<file path="config.mk">
export PLATFORM = sky130hd
export DESIGN_NAME = counter_measurement_sequencer
export DESIGN_NICKNAME = d
export VERILOG_FILES = /design/src/design/counter_pkg.sv /design/src/design/prescale_if.sv /design/src/design/channel_b_prescaler.sv /design/src/design/counter_measurement_sequencer.sv
export SDC_FILE = /design/constraint.sdc
export NUM_CORES = 1
export LEC_CHECK = 0
export BUFFER_PORTS_ARGS = -buffer_cell sky130_fd_sc_hd__buf_2
export CAP_MARGIN = 20
export CORE_UTILIZATION = 40
export DETAILED_ROUTE_END_ITERATION = 16
export GPL_ROUTABILITY_DRIVEN = 0
export PLACE_DENSITY = 0.59
export SLEW_MARGIN = 15
export SYNTH_ARGS = -nofsm -noshare
export SYNTH_HDL_FRONTEND = slang
export SYNTH_SLANG_ARGS = --single-unit
</file>
<file path="constraint.sdc">
create_clock -name clk -period 5.2 [get_ports clk]
set_input_delay 0.26 -clock clk [delete_from_list [all_inputs] [get_ports clk]]
set_output_delay 0.26 -clock clk [all_outputs]
set_load 0.05 [all_outputs]
</file>
<file path="src/design/counter_pkg.sv">
package counter_pkg;
    localparam int unsigned CLK_FREQ_HZ = 250_000_000;
    localparam int unsigned REF_FREQ_HZ = 10_000_000;
    localparam int unsigned REF_DIV_CYCLES = CLK_FREQ_HZ / REF_FREQ_HZ;
    localparam int REF_DIV_W = 5;
    localparam logic [REF_DIV_W-1:0] REF_DIV_LAST =
        REF_DIV_W'(REF_DIV_CYCLES - 1);
    localparam logic [REF_DIV_W-1:0] REF_DIV_ZERO = 5'h00;
    localparam int COUNT_W = 32;
    localparam logic [COUNT_W-1:0] COUNT_ZERO = 32'h00000000;
    localparam logic [COUNT_W-1:0] COUNT_ONE = 32'h00000001;
    localparam int INTERP_W = 8;
    localparam logic [INTERP_W-1:0] INTERP_ZERO = 8'h00;
    localparam logic [INTERP_W-1:0] INTERP_MAX = 8'hFF;
    localparam int PRE_W = 8;
    localparam logic [PRE_W-1:0] PRE_ZERO = 8'h00;
    localparam logic [PRE_W-1:0] PRE_ONE = 8'h01;
    // divide by 4 watches two bits, divide by 256 watches all eight
    localparam logic [PRE_W-1:0] PRE_LOW_MASK = 8'h03;
    localparam logic [PRE_W-1:0] PRE_HIGH_MASK = 8'hFF;
    localparam int DISP_CHARS = 12;
    localparam int DISP_SEGS = 14;
    localparam int DISP_POS_W = 4;
    localparam logic [DISP_SEGS-1:0] SEG_BLANK = 14'h0000;
    localparam logic [DISP_POS_W-1:0] DISP_LAST_POS =
        DISP_POS_W'(DISP_CHARS - 1);

    typedef enum logic [1:0] {MODE_FREQ_A, MODE_FREQ_B, MODE_PERIOD_A} mode_e;
    typedef enum logic [2:0] {ST_IDLE, ST_ARMED, ST_OPEN, ST_CLOSING,
                              ST_DONE} meas_state_e;
endpackage

</file>
<file path="src/design/prescale_if.sv">
`timescale 1ns/10ps
interface prescale_if;
    logic chanBLevel;
    logic divHigh;
    logic prescaledEdge;
    modport prescaler (input chanBLevel, input divHigh, output prescaledEdge);
    modport counter (output chanBLevel, output divHigh, input prescaledEdge);
endinterface

</file>
<file path="src/design/channel_b_prescaler.sv">
`timescale 1ns/10ps
module channel_b_prescaler (
    input wire logic clk,                 // system clock
    input wire logic resetn,              // sync reset, active low
    prescale_if.prescaler pre             // channel B level in, edge out
);
    logic prevLevel_reg;
    logic [counter_pkg::PRE_W-1:0] divCnt_reg;
    logic outEdge_reg;
    logic riseB;
    logic [counter_pkg::PRE_W-1:0] mask;

    assign riseB = pre.chanBLevel & ~prevLevel_reg;
    assign mask = pre.divHigh ? counter_pkg::PRE_HIGH_MASK
                              : counter_pkg::PRE_LOW_MASK;
    assign pre.prescaledEdge = outEdge_reg;

    always_ff @(posedge clk)
    begin
        if (!resetn)
            prevLevel_reg <= 1'b0;
        else
            prevLevel_reg <= pre.chanBLevel;
    end

    always_ff @(posedge clk)
    begin
        if (!resetn)
        begin
            divCnt_reg <= counter_pkg::PRE_ZERO;
            outEdge_reg <= 1'b0;
        end
        else if (riseB)
        begin
            divCnt_reg <= divCnt_reg + counter_pkg::PRE_ONE;
            outEdge_reg <= ((divCnt_reg & mask) == mask);
        end
        else
            outEdge_reg <= 1'b0;
    end
endmodule // channel_b_prescaler

</file>
<file path="src/design/counter_measurement_sequencer.sv">
`timescale 1ns/10ps
module counter_measurement_sequencer (
    input wire logic clk,                          // 250 MHz system clock
    input wire logic resetn,                       // sync reset, active low
    input wire logic modelHigh,                    // strap: 1 = divide by 256
    input wire logic chanA,                        // conditioned channel A
    input wire logic chanB,                        // conditioned channel B
    input wire logic extRefSel,                    // 1 = external timebase
    input wire logic extRefIn,                     // external 10 MHz level
    input wire logic [1:0] modeSel,                // requested mode code
    input wire logic cfgLoad,                      // pulse: take modeSel
    input wire logic [31:0] gateTime,              // gate interval length
    input wire logic armReq,                       // pulse: arm the counter
    input wire logic interpolatorClear,            // clear interpolator
    input wire logic dispWrite,                    // pulse: write one char
    input wire logic [3:0] dispPos,                // character position
    input wire logic [13:0] dispSegs,              // segment pattern
    output logic [1:0] activeMode,                 // mode in force
    output logic armed,                            // waiting for first edge
    output logic gateOpen,                         // counting gate open
    output logic measDone,                         // results ready to read
    output logic [31:0] eventCount,                // gated input events
    output logic [31:0] refCount,                  // gated reference ticks
    output logic [7:0] interpStart,                // open-side fraction
    output logic [7:0] interpStop,                 // close-side fraction
    output logic [167:0] displaySegments           // 12 x 14 segments
);
    prescale_if pre ();

    counter_pkg::meas_state_e state_reg;
    counter_pkg::mode_e mode_reg;
    logic divHigh_reg;
    logic strapTaken_reg;
    logic prevA_reg;
    logic prevExt_reg;
    logic [counter_pkg::REF_DIV_W-1:0] refDiv_reg;
    logic [counter_pkg::COUNT_W-1:0] eventCount_reg;
    logic [counter_pkg::COUNT_W-1:0] refCount_reg;
    logic [counter_pkg::COUNT_W-1:0] gateTime_reg;
    logic interpRun_reg;
    logic interpPhase_reg;
    logic [counter_pkg::INTERP_W-1:0] interpCnt_reg;
    logic [counter_pkg::INTERP_W-1:0] interpStart_reg;
    logic [counter_pkg::INTERP_W-1:0] interpStop_reg;
    logic [counter_pkg::DISP_SEGS-1:0] dispMem_reg [counter_pkg::DISP_CHARS];
    logic riseA;
    logic measEdge;
    logic refTick;
    logic gateEvent;
    logic expired;
    logic counting;

    function automatic logic [counter_pkg::COUNT_W-1:0] inc_count(
        input logic [counter_pkg::COUNT_W-1:0] v);
        inc_count = v + counter_pkg::COUNT_ONE;
    endfunction

    function automatic counter_pkg::mode_e decode_mode(input logic [1:0] c);
        unique case (c)
            2'h1: decode_mode = counter_pkg::MODE_FREQ_B;
            2'h2: decode_mode = counter_pkg::MODE_PERIOD_A;
            default: decode_mode = counter_pkg::MODE_FREQ_A;
        endcase
    endfunction

    channel_b_prescaler u_prescaler (
        .clk(clk),
        .resetn(resetn),
        .pre(pre.prescaler)
    );

    assign pre.chanBLevel = chanB;
    assign pre.divHigh = divHigh_reg;

    // model strap is caught once, on the first edge after reset release
    always_ff @(posedge clk)
    begin
        if (!resetn)
        begin
            strapTaken_reg <= 1'b0;
            divHigh_reg <= 1'b0;
        end
        else if (!strapTaken_reg)
        begin
            strapTaken_reg <= 1'b1;
            divHigh_reg <= modelHigh;
        end
    end

    always_ff @(posedge clk)
    begin
        if (!resetn)
        begin
            prevA_reg <= 1'b0;
            prevExt_reg <= 1'b0;
        end
        else
        begin
            prevA_reg <= chanA;
            prevExt_reg <= extRefIn;
        end
    end

    assign riseA = chanA & ~prevA_reg;
    assign measEdge = (mode_reg == counter_pkg::MODE_FREQ_B)
                      ? pre.prescaledEdge : riseA;

    always_ff @(posedge clk)
    begin
        if (!resetn || refDiv_reg == counter_pkg::REF_DIV_LAST)
            refDiv_reg <= counter_pkg::REF_DIV_ZERO;
        else
            refDiv_reg <= refDiv_reg + 5'h01;
    end
    assign refTick = extRefSel ? (extRefIn & ~prevExt_reg)
                               : (refDiv_reg == counter_pkg::REF_DIV_LAST);

    // mode changes only while no measurement is under way
    always_ff @(posedge clk)
    begin
        if (!resetn)
            mode_reg <= counter_pkg::MODE_FREQ_A;
        else if (cfgLoad && (state_reg == counter_pkg::ST_IDLE ||
                             state_reg == counter_pkg::ST_DONE))
            mode_reg <= decode_mode(modeSel);
    end

    assign counting = (state_reg == counter_pkg::ST_OPEN) ||
                      (state_reg == counter_pkg::ST_CLOSING);
    // period mode ends on event count, frequency modes on reference time
    assign expired = (mode_reg == counter_pkg::MODE_PERIOD_A)
                     ? (eventCount_reg >= gateTime_reg)
                     : (refCount_reg >= gateTime_reg);

    always_ff @(posedge clk)
    begin
        if (!resetn)
        begin
            state_reg <= counter_pkg::ST_IDLE;
            gateTime_reg <= counter_pkg::COUNT_ZERO;
        end
        else
        begin
            unique case (state_reg)
                counter_pkg::ST_IDLE, counter_pkg::ST_DONE:
                    if (armReq)
                    begin
                        state_reg <= counter_pkg::ST_ARMED;
                        gateTime_reg <= gateTime;
                    end
                counter_pkg::ST_ARMED:
                    if (measEdge)
                        state_reg <= counter_pkg::ST_OPEN;
                counter_pkg::ST_OPEN:
                    if (expired)
                        state_reg <= counter_pkg::ST_CLOSING;
                counter_pkg::ST_CLOSING:
                    if (measEdge)
                        state_reg <= counter_pkg::ST_DONE;
            endcase
        end
    end

    // counts clear at arm so a stale result never mixes with a new one
    always_ff @(posedge clk)
    begin
        if (!resetn || (armReq && (state_reg == counter_pkg::ST_IDLE ||
                                   state_reg == counter_pkg::ST_DONE)))
        begin
            eventCount_reg <= counter_pkg::COUNT_ZERO;
            refCount_reg <= counter_pkg::COUNT_ZERO;
        end
        else if (counting)
        begin
            if (measEdge)
                eventCount_reg <= inc_count(eventCount_reg);
            if (refTick)
                refCount_reg <= inc_count(refCount_reg);
        end
    end

    assign gateEvent = measEdge && (state_reg == counter_pkg::ST_ARMED ||
                                    state_reg == counter_pkg::ST_CLOSING);

    // fraction from gate edge to next tick
    // a gate edge during a running interpolation restarts it
    always_ff @(posedge clk)
    begin
        if (!resetn || interpolatorClear)
        begin
            interpRun_reg <= 1'b0;
            interpPhase_reg <= 1'b0;
            interpCnt_reg <= counter_pkg::INTERP_ZERO;
            interpStart_reg <= counter_pkg::INTERP_ZERO;
            interpStop_reg <= counter_pkg::INTERP_ZERO;
        end
        else if (gateEvent)
        begin
            interpRun_reg <= 1'b1;
            interpPhase_reg <= (state_reg == counter_pkg::ST_CLOSING);
            interpCnt_reg <= counter_pkg::INTERP_ZERO;
        end
        else if (interpRun_reg && refTick)
        begin
            interpRun_reg <= 1'b0;
            if (interpPhase_reg)
                interpStop_reg <= interpCnt_reg;
            else
                interpStart_reg <= interpCnt_reg;
        end
        else if (interpRun_reg && interpCnt_reg != counter_pkg::INTERP_MAX)
            interpCnt_reg <= interpCnt_reg + 8'h01;
    end

    always_ff @(posedge clk)
    begin
        if (!resetn)
        begin
            for (int i = 0; i < counter_pkg::DISP_CHARS; i++)
                dispMem_reg[i] <= counter_pkg::SEG_BLANK;
        end
        else if (dispWrite && dispPos <= counter_pkg::DISP_LAST_POS)
            dispMem_reg[dispPos] <= dispSegs;
    end

    always_comb
    begin
        for (int i = 0; i < counter_pkg::DISP_CHARS; i++)
            displaySegments[i*counter_pkg::DISP_SEGS +:
                            counter_pkg::DISP_SEGS] = dispMem_reg[i];
    end

    assign activeMode = mode_reg;
    assign armed = (state_reg == counter_pkg::ST_ARMED);
    assign gateOpen = counting;
    assign measDone = (state_reg == counter_pkg::ST_DONE) && !interpRun_reg;
    assign eventCount = eventCount_reg;
    assign refCount = refCount_reg;
    assign interpStart = interpStart_reg;
    assign interpStop = interpStop_reg;
endmodule // counter_measurement_sequencer

</file>
==> metrics, run 1 <==
outcome=complete, no violations; crit path DAT=roughly 3000 ps; Clock power frac=41.0%; Initial DRC Count=~670; R2R Path Start=refDiv_reg[0]$_SDFF_PP0_; PortBufs=roughly 320; CORE AREA=34500 µm²; vias per cell=between 5 and 6; slew margin rel.=45.3%; register bit total from synthesis=314; Sw Share=between 20% and 30%; fin crit share=49.3%; initial antenna violation count=2; largest net degree at the start of global routing=65; shortest period the worst path allows=approximately 2600 ps; Max rail drop VDD=about 0.00024 V; area delta synth->final=24.8%; Total Wirelength=38800 µm; Num CTS Buffers=35; synthesized area=14000 µm²; Global Route Usage Sum=between 20% and 30%; Slew Limit Fails=0; # resized after CTS=0; # IOs=approximately 320; CTS Root Cell=clkbuf_16; MaxCap Viol Count=0; area leader, netlist=edfxtp_1; Post-CTS Setup Inserts=0; Initial Util=40.5%; asr flop ratio synth=0%; Cell variety after synth=slightly above 60; slew at the pin with the worst max-slew slack=a little over 800 ps; sw power=approximately 1.6 mW; Antenna Nets Post-Route=0; worst clock skew=10.8 ps; register area share after synthesis=between 50 and 60%; clk_lat worst skew=around 520 ps; die area=about 36000 µm²; Sinks on Clock Net=about 310; Top FF cell, synth=edfxtp_1; most common cell in the netlist=and2_1; placed wire-length estimate=between 20000 and 30000 µm; number of synthesized flops with an enable pin=168; kind of critical path=flop to flop; first-pass GRT wire length=roughly 60000 µm; CP Launch Type=flop; Core Util, Final=about half; Crit path largest cell delay=about 660 ps; sequential share of power=a little under half; crit path max fanout=18; clock buffer depth=3; syn_area_per_cell=10.8 µm²; critical path cell sequence=inv_1 > ha_1 > nand4b_1 > o21ai_2 > nand4_1 > nor3b_1 > xnor2_1 > nor2_1; vias in the first global route=between 10000 and 15000; drt pass-1 iters=5; H-tree depth=2; CP Buf/Inv Count=1; Power Dens Cells=approximately 340 nW/µm²; Mapped Nets=between 1000 and 1500; GRT overflow=0; Final nets=1757; Die Y-Extent=approximately 190 µm; Crit. End Element=flop; CTS tree=built; Hold WC Path Type=input pin to flop; DRC=0; Critical path origin=refDiv_reg[0]$_SDFF_PP0_; DR WL/cell=roughly 18 µm; Chip Width=approximately 190 µm; share of cells above drive strength 1=23.9%; synth cell count leaders=182 x and2_1, 168 x edfxtp_1, 146 x dfxtp_1; num rows=just under 70; Finish-stage setup viols=0; Critical Path RT=around 5600 ps; beginning of the worst hold path=gateTime[31]; setup TNS=0 ps; Comb power frac=a little over an eighth; Pleak=about 7.2 nW; synth top area cells=edfxtp_1 36%, dfxtp_1 21%, and2_1 8.2%; vias=approximately 11000; Worst path top cell family by delay=simple AND/OR/NAND/NOR gates; final-report hold violation count=0; FILL cells=approximately 3200; max reg flops=168; Synth top area share=between 30% and 40%; Internal Power=4.36 mW; critical path's slowest cell=nand4_1; Synth warnings=0; Clock transition at path regs=approximately 60 ps; RSZ-0062 raised after global routing=false; FMAX=390 MHz; Mapped Cells=approximately 1300
worst reg2reg max path, stage by stage (launching register included):
cell	delay [ps]
dfxtp_1	330
inv_1	60
ha_1	130
nand4b_1	220
o21ai_2	350
nand4_1	660
nor3b_1	470
xnor2_1	160
nor2_1	50
power by group through the flow:
stage	Clock [mW]	Sequential [mW]	Combinational, mW
after detailed placement	0	2.82	0.766
after floorplan	0	3.09	0.251
after CTS	2.51	2.77	0.785
after global routing	2.61	2.78	0.833
after global placement	0	2.82	0.758
final	2.46	2.76	0.780
cells in the final DEF, fill, tap and decap left out, types with 5 or more instances in the layout:
cell	instances
buf_2	315
and2_1	182
edfxtp_1	168
dfxtp_1	146
nand2_1	127
nor2_1	105
ha_1	70
inv_1	51
a21oi_1	41
xnor2_1	37
clkbuf_16	36
a21boi_0	34
nand3_1	29
dlygate4sd3_1	29
nand4_1	28
xor2_1	25
mux2i_1	21
nor3_1	20
o21ai_0	19
clkbuf_1	14
nand2b_1	13
buf_4	13
and3_1	12
or3_1	10
nor4_1	9
o21ai_1	8
nor2b_1	7
a31oi_1	7
and4_1	5
metrics by stage:
stage | area, µm² | hold WS [ps] | total power [mW] | worst slack (ps) | std cells
floorplan | 14000 | 288 | 3.35 | 2790 | 1288
global placement | 16000 | 450 | 3.58 | 2290 | 2008
detailed placement | 16000 | 460 | 3.58 | 2140 | 2013
CTS | 17400 | 1.88 | 6.06 | 2600 | 2105
global route | 17400 | 22.2 | 6.22 | 2330 | 2106
finish | 17400 | 22.5 | 6.01 | 2630 | 2106
logic make-up (layout without fill, tap and decap cells):
kind of cell / Yosys count / count (layout) / synth area share (%)
AND/OR/NAND/NOR: 573 / 573 / 21.9
adder cells (fa/ha/maj): 70 / 70 / 6.27
other: 0 / 1 / 0
buffers and inverters: 110 / 472 / 2.97
XOR/XNOR: 62 / 62 / 3.89
AO/OA/AOI/OAI: 137 / 137 / 6.31
flip-flops: 314 / 314 / 57.0
multiplexers: 22 / 22 / 1.59
path summary, 6_finish.rpt:
path	cells past startpoint	slack (ps)	to
max	8	2630	refCount[16]$_SDFFE_PP0P_
min	3	20	gateTime_reg[31]$_SDFFE_PN0P_
max reg2reg	8	2630	refCount[16]$_SDFFE_PP0P_
min reg2reg	2	460	gateTime_reg[7]$_SDFFE_PN0P_
layout make-up:
class                   count  area (µm²)  share of cell area (%)
flip-flops and latches    314        7970                    45.7
diodes                      1        2.50                  0.0144
multi-input cells         864        5600                    32.1
repair buffers            357        1960                    11.3
well taps                 455         569                    3.27
clock buffers              52         981                    5.63
clock inverters            11         145                   0.833
inverters                  52         195                    1.12
layer usage:
layer  vias up  wire (µm)  GRT usage [%]
met5         -          0              0
met4         0        946           6.85
met3        56       2680           4.43
met2       369      18100           35.1
met1      5010      17200           29.0
li1       5137          -              -
repair_timing:
action	4_1_cts	5_1_grt
hold buffers	29	0
endpoints found under the hold margin	29	0
endpoints found under the setup margin	0	0
Power figures use the tool's default switching activity.
==> inputs of run 2 (changes only) <==
==> constraint.sdc (replaced) <==
create_clock -name clk -period 2.42 [get_ports clk]
set_input_delay 0.121 -clock clk [delete_from_list [all_inputs] [get_ports clk]]
set_output_delay 0.121 -clock clk [all_outputs]
set_load 0.05 [all_outputs]
==> run 2 against run 1 <==
Net effect: combinational power rose by 120%; non-clock buffer count grew 63; via count increased by 3.2%; fmax grew 14%; worst setup slack worse by 2500 ps; sequential power rose by 120%; die area stayed put; total power rose by 110%; design area increased by 2.9%; clock skew down 4.1 ps; routed wire length grew 2.4%; largest cell class unchanged.
==> metrics, run 2 (same netlist as run 1, synthesis figures left out) <==
CORE AREA=between 30000 and 40000 µm²; slew at the pin with the worst max-slew slack=around 800 ps; slew margin rel.=a little under half; CP Buf/Inv Count=1; worst r2r dst=interpPhase_reg$_SDFFE_PP0P_; critical path's slowest cell=nor4_4; Crit path largest cell delay=roughly 380 ps; first-pass GRT wire length=60700 µm; vias in the first global route=roughly 10000; DRC=0; CP Launch Type=flop; Chip Width=~190 µm; PortBufs=between 300 and 400; commonest cells after routing, fill and taps aside=315 x buf_2, 182 x and2_1, 168 x edfxtp_1; vias per cell=a little over 5; cells on worst reg2reg path=8; Post-CTS Setup Inserts=0; Slew Limit Fails=0; shortest period the worst path allows=roughly 2200 ps; GRT overflow=0; H-tree depth=2; vias=10900; r2r setup slk=between 150 and 200 ps; CTS Root Cell=clkbuf_16; Hold WC Path Type=input pin to flop; crit path max fanout=3; FMAX=roughly 450 MHz; num rows=slightly below 70; final-report hold violation count=0; Core Util, Final=52.0%; Sinks on Clock Net=around 310; Final WS setup=around 180 ps; # IOs=around 320; Tot Pwr=roughly 13 mW; pre-CTS WS=-66.7 ps; Antenna Nets Post-Route=0; Clock power frac=about two fifths; commonest non-fill, non-tap cell in the layout=buf_2; WP depth=8; Total Wirelength=39800 µm; setup TNS=0 ps; max reg flops=168; Pleak=~7.6 nW; Comb power frac=13.7%; sequential share of power=a little under half; DR WL/cell=roughly 18 µm; Max rail drop VDD=slightly above 0.0004 V; critical path cell sequence=inv_1 > ha_1 > nand4_1 > nor4_4 > nand2_1 > a211oi_1 > o22ai_2 > o32ai_1; kind of critical path=flop to flop; Global Route Usage Sum=between 20% and 30%; Crit. End Element=flop; Hold WS=roughly 34 ps; drt pass-1 iters=5; R2R Path Start=gateTime_reg[27]$_SDFFE_PN0P_; Critical path origin=gateTime_reg[27]$_SDFFE_PN0P_; largest net degree at the start of global routing=35; crit path DAT=2660 ps; sw power=3.52 mW; die area=approximately 36000 µm²; clk_lat worst skew=510 ps; Die Y-Extent=189 µm; share of cells above drive strength 1=a little over a quarter; Initial Util=40.5%; Sw Share=approximately 27%; area delta synth->final=28.4%; Power Dens Cells=approximately 720 nW/µm²; Critical Path RT=2840 ps; Worst Setup EP=interpPhase_reg$_SDFFE_PP0P_; Final nets=1820; placed wire-length estimate=29000 µm; initial antenna violation count=2; Clock transition at path regs=60 ps; Worst path top cell family by delay=simple AND/OR/NAND/NOR gates; clock buffer depth=3; Internal Power=roughly 9.3 mW; fin crit share=roughly 90%; RSZ-0062 raised after global routing=false; Initial DRC Count=~640; Num CTS Buffers=35; outcome=complete, no violations; MaxCap Viol Count=0; worst clock skew=between 6 and 7 ps; FILL cells=about 3100; Finish-stage setup viols=0; CTS tree=built
[run 2: changes by cell type in the layout (fill, tap and decap cells not counted), moves of 3 or more]
cell / before / now
buf_4: 13 / 66
bufinv_16: 3 / 0
clkbuf_16: 36 / 39
clkinv_2: 0 / 5
dlygate4sd3_1: 29 / 38
[run 2: worst min path at each step]
stage	from	endpoint	slack, ps	depth (start not counted)
floorplan	resetn	strapTaken_reg$_DFF_P_	150	0
global placement	chanB	u_prescaler.prevLevel_reg$_SDFF_PN0_	340	2
detailed placement	chanB	u_prescaler.prevLevel_reg$_SDFF_PN0_	350	2
CTS	cfgLoad	activeMode[0]$_SDFFE_PN0P_	0.6	4
global route	cfgLoad	activeMode[0]$_SDFFE_PN0P_	80	4
finish	cfgLoad	activeMode[0]$_SDFFE_PN0P_	30	4
[run 2: routing by layer]
layer	part of all wire [%]	routed length (µm)	vias up	GRT usage, %
met3	7.0	2780	86	4.26
met1	43	17100	5201	28.8
met4	3.8	1530	0	9.18
met2	46	18400	374	36.0
li1	-	-	5246	-
met5	0	0	-	0
[run 2: area by class of cell]
type	instances	area (µm²)	share of cell area, %
antenna	1	2.50	0.0140
inverter	52	195	1.09
clock buffer	54	1060	5.92
clock inverter	8	40.0	0.223
timing repair buffer	420	2470	13.8
sequential	314	7970	44.4
tap	455	569	3.17
multi-input combinational	864	5620	31.4
[run 2: tightest hold or removal path, delay by kind of cell]
family / cells / cell delay, ps
compound gates: 1 / 80
buf+inv: 1 / 100
simple gates: 2 / 200
[run 2: stage by stage]
stage	area (µm²)	std cells
final	17900	2168
after global routing	17900	2168
after CTS	17900	2167
after detailed placement	16400	2067
after global placement	16400	2067
after floorplan	14000	1288
[run 2: power groups by stage]
stage	clock network, mW	registers (mW)	logic [mW]
CTS	5.24	5.94	1.74
detailed placement	0	6.05	1.69
global route	5.46	5.95	1.86
global placement	0	6.04	1.67
finish	5.14	5.94	1.75
floorplan	0	6.65	0.538
[run 2: repair_timing]
item	in CTS	in global routing
endpoints found under the hold margin	38	0
endpoints found under the setup margin	1	12
hold buffers	38	0
resized for setup	1	4
pin swaps	0	2
==> inputs of run 3 (changes only) <==
--- a/config.mk
+++ b/config.mk
@@ -8,9 +8,11 @@
 export BUFFER_PORTS_ARGS = -buffer_cell sky130_fd_sc_hd__buf_2
 export CAP_MARGIN = 20
 export CORE_UTILIZATION = 40
+export CTS_BUF_LIST = sky130_fd_sc_hd__clkbuf_8 sky130_fd_sc_hd__clkbuf_16
 export DETAILED_ROUTE_END_ITERATION = 16
 export GPL_ROUTABILITY_DRIVEN = 0
-export PLACE_DENSITY = 0.59
+export PLACE_DENSITY_LB_ADDON = 0.1
+export REMOVE_ABC_BUFFERS = 1
 export SLEW_MARGIN = 15
 export SYNTH_ARGS = -nofsm -noshare
 export SYNTH_HDL_FRONTEND = slang
==> run 3 against run 2 <==
Net effect: global-route usage fell by 0.99 points; fmax fell by 4.4%; non-clock buffer count fell by 13; largest cell class unchanged; sequential share of layout area barely moved; design area barely moved; flip-flop and latch count did not move; count of clock-buffer cells in the layout fell by 13; core utilization barely moved.
==> metrics, run 3 (same netlist as run 1, synthesis figures left out) <==
initial antenna violation count=2; Seq. cell area=approximately 8000 µm²; sw power=roughly 3.5 mW; Final Cell Area=between 15000 and 20000 µm²; CTS Root Cell=clkbuf_16; # IOs=~320; vias=10500; setup TNS=0 ps; CP Launch Type=flop; FILL cells=~3200; Comb power frac=a little over an eighth; Chip Width=~190 µm; GRT overflow=0; CORE AREA=around 34000 µm²; Global Route Usage Sum=21.2%; Antenna Nets Post-Route=0; worst clock skew=roughly 11 ps; DR WL/cell=approximately 18 µm; drt pass-1 iters=4; Num CTS Buffers=35; Internal Power=9.68 mW; MaxCap Viol Count=0; crit path DAT=around 2800 ps; largest net degree at the start of global routing=40; Clock transition at path regs=60 ps; vias in the first global route=slightly below 10000; max reg flops=168; commonest non-fill, non-tap cell in the layout=buf_2; Antenna diodes=0; Power Dens Cells=737 nW/µm²; FMAX=about 430 MHz; Clock power frac=approximately 42%; Pleak=approximately 7.6 nW; fin cells=roughly 2200; clk_lat worst skew=510 ps; Die Y-Extent=189 µm; share of cells above drive strength 1=around a quarter; critical path cell sequence=inv_1 > ha_1 > nand4_1 > nor4_2 > a2bb2oi_1 > a31oi_2 > o22ai_2 > buf_4 > o32ai_1; commonest cells after routing, fill and taps aside=315 x buf_2, 182 x and2_1, 168 x edfxtp_1; slew at the pin with the worst max-slew slack=895 ps; Finish-stage setup viols=0; placed cell area=roughly 16000 µm²; area delta synth->final=28.4%; H-tree depth=2; placed wire-length estimate=between 20000 and 30000 µm; Slew Limit Fails=0; Final WS setup=about 70 ps; critical path's slowest cell=nor4_2; Initial DRC Count=~470; Crit path largest cell delay=~410 ps; die area=roughly 36000 µm²; pre-CTS WS=roughly 14 ps; Hold WC Path Type=input pin to flop; kind of critical path=flop to flop; Total Wirelength=between 30000 and 40000 µm; PortBufs=315; vias per cell=between 4 and 5; outcome=complete, no violations; Sinks on Clock Net=roughly 310; Crit. End Element=flop; Core Util, Final=between 50% and 60%; Max rail drop VDD=0.000494 V; Inst Count DP=around 2100; Critical Path RT=about 2800 ps; CTS tree=built; area of the multi-input gates=about 5600 µm²; fin crit share=97.1%; num rows=slightly below 70; Sw Share=26.8%; Tot Pwr=13.2 mW; shortest period the worst path allows=2350 ps; crit path max fanout=3; Initial Util=40.5%; first-pass GRT wire length=around 58000 µm; Hold WS=roughly 31 ps; final-report hold violation count=0; Final nets=1807; DRC=0; slew margin rel.=between 40 and 50%; clock buffer depth=3; sequential share of power=approximately 45%
-- run 3: cell types whose count changed in the layout (fill, tap and decap cells not counted), sizes merged --
cell and change:
clkinvlp +2, inv +7, buf -14, diode -1, dlygate4sd3 +1, bufinv +5
clkbuf -13
-- run 3: routing by layer --
layer | GRT usage (%) | vias up | routed length (µm)
li1 | - | 5228 | -
met1 | 29.3 | 4991 | 17500
met2 | 34.1 | 265 | 17700
met3 | 3.39 | 45 | 2040
met4 | 6.02 | 0 | 841
met5 | 0 | - | 0
-- run 3: worst paths after layout --
path | cells after the start | slack [ps] | start | to
worst max-delay path | 9 | 70 | gateTime_reg[29]$_SDFFE_PN0P_ | interpPhase_reg$_SDFFE_PP0P_
worst max register to register | 9 | 70 | gateTime_reg[29]$_SDFFE_PN0P_ | interpPhase_reg$_SDFFE_PP0P_
worst min-delay path | 4 | 30 | cfgLoad | activeMode[1]$_SDFFE_PN0P_
worst min register to register | 1 | 430 | divHigh_reg$_SDFFE_PN0N_ | u_prescaler.pre.prescaledEdge$_SDFF_PN0_
-- run 3: final cells by class --
cell class | count | area share, %
sequential | 314 | 44.4
multi-input combinational | 864 | 31.3
timing repair buffer | 407 | 13.3
clock buffer | 41 | 5.41
tap | 455 | 3.17
clock inverter | 22 | 1.38
inverter | 52 | 1.09
-- run 3: power groups by stage --
stage	Clock [mW]	Combinational, mW	Sequential, mW
6_report	5.57	1.72	5.93
5_1_grt	5.91	1.85	5.95
4_1_cts	5.71	1.72	5.93
3_5_place_dp	0	1.67	6.05
3_3_place_gp	0	1.66	6.04
2_1_floorplan	0	0.479	6.66
-- run 3: repair_timing --
item	4_1_cts	5_1_grt
gates resized for setup	0	4
endpoints found under the setup margin	0	3
buffers inserted	0	0
hold endpoints to repair	38	0
hold buffers	39	0
-- run 3: worst max-delay path: cells and delay by family, from the launching register on --
kind | cells | cell delay (ps)
compound gates | 4 | 800
flops | 1 | 330
buf+inv | 2 | 230
simple gates | 2 | 620
fa+ha+maj | 1 | 290
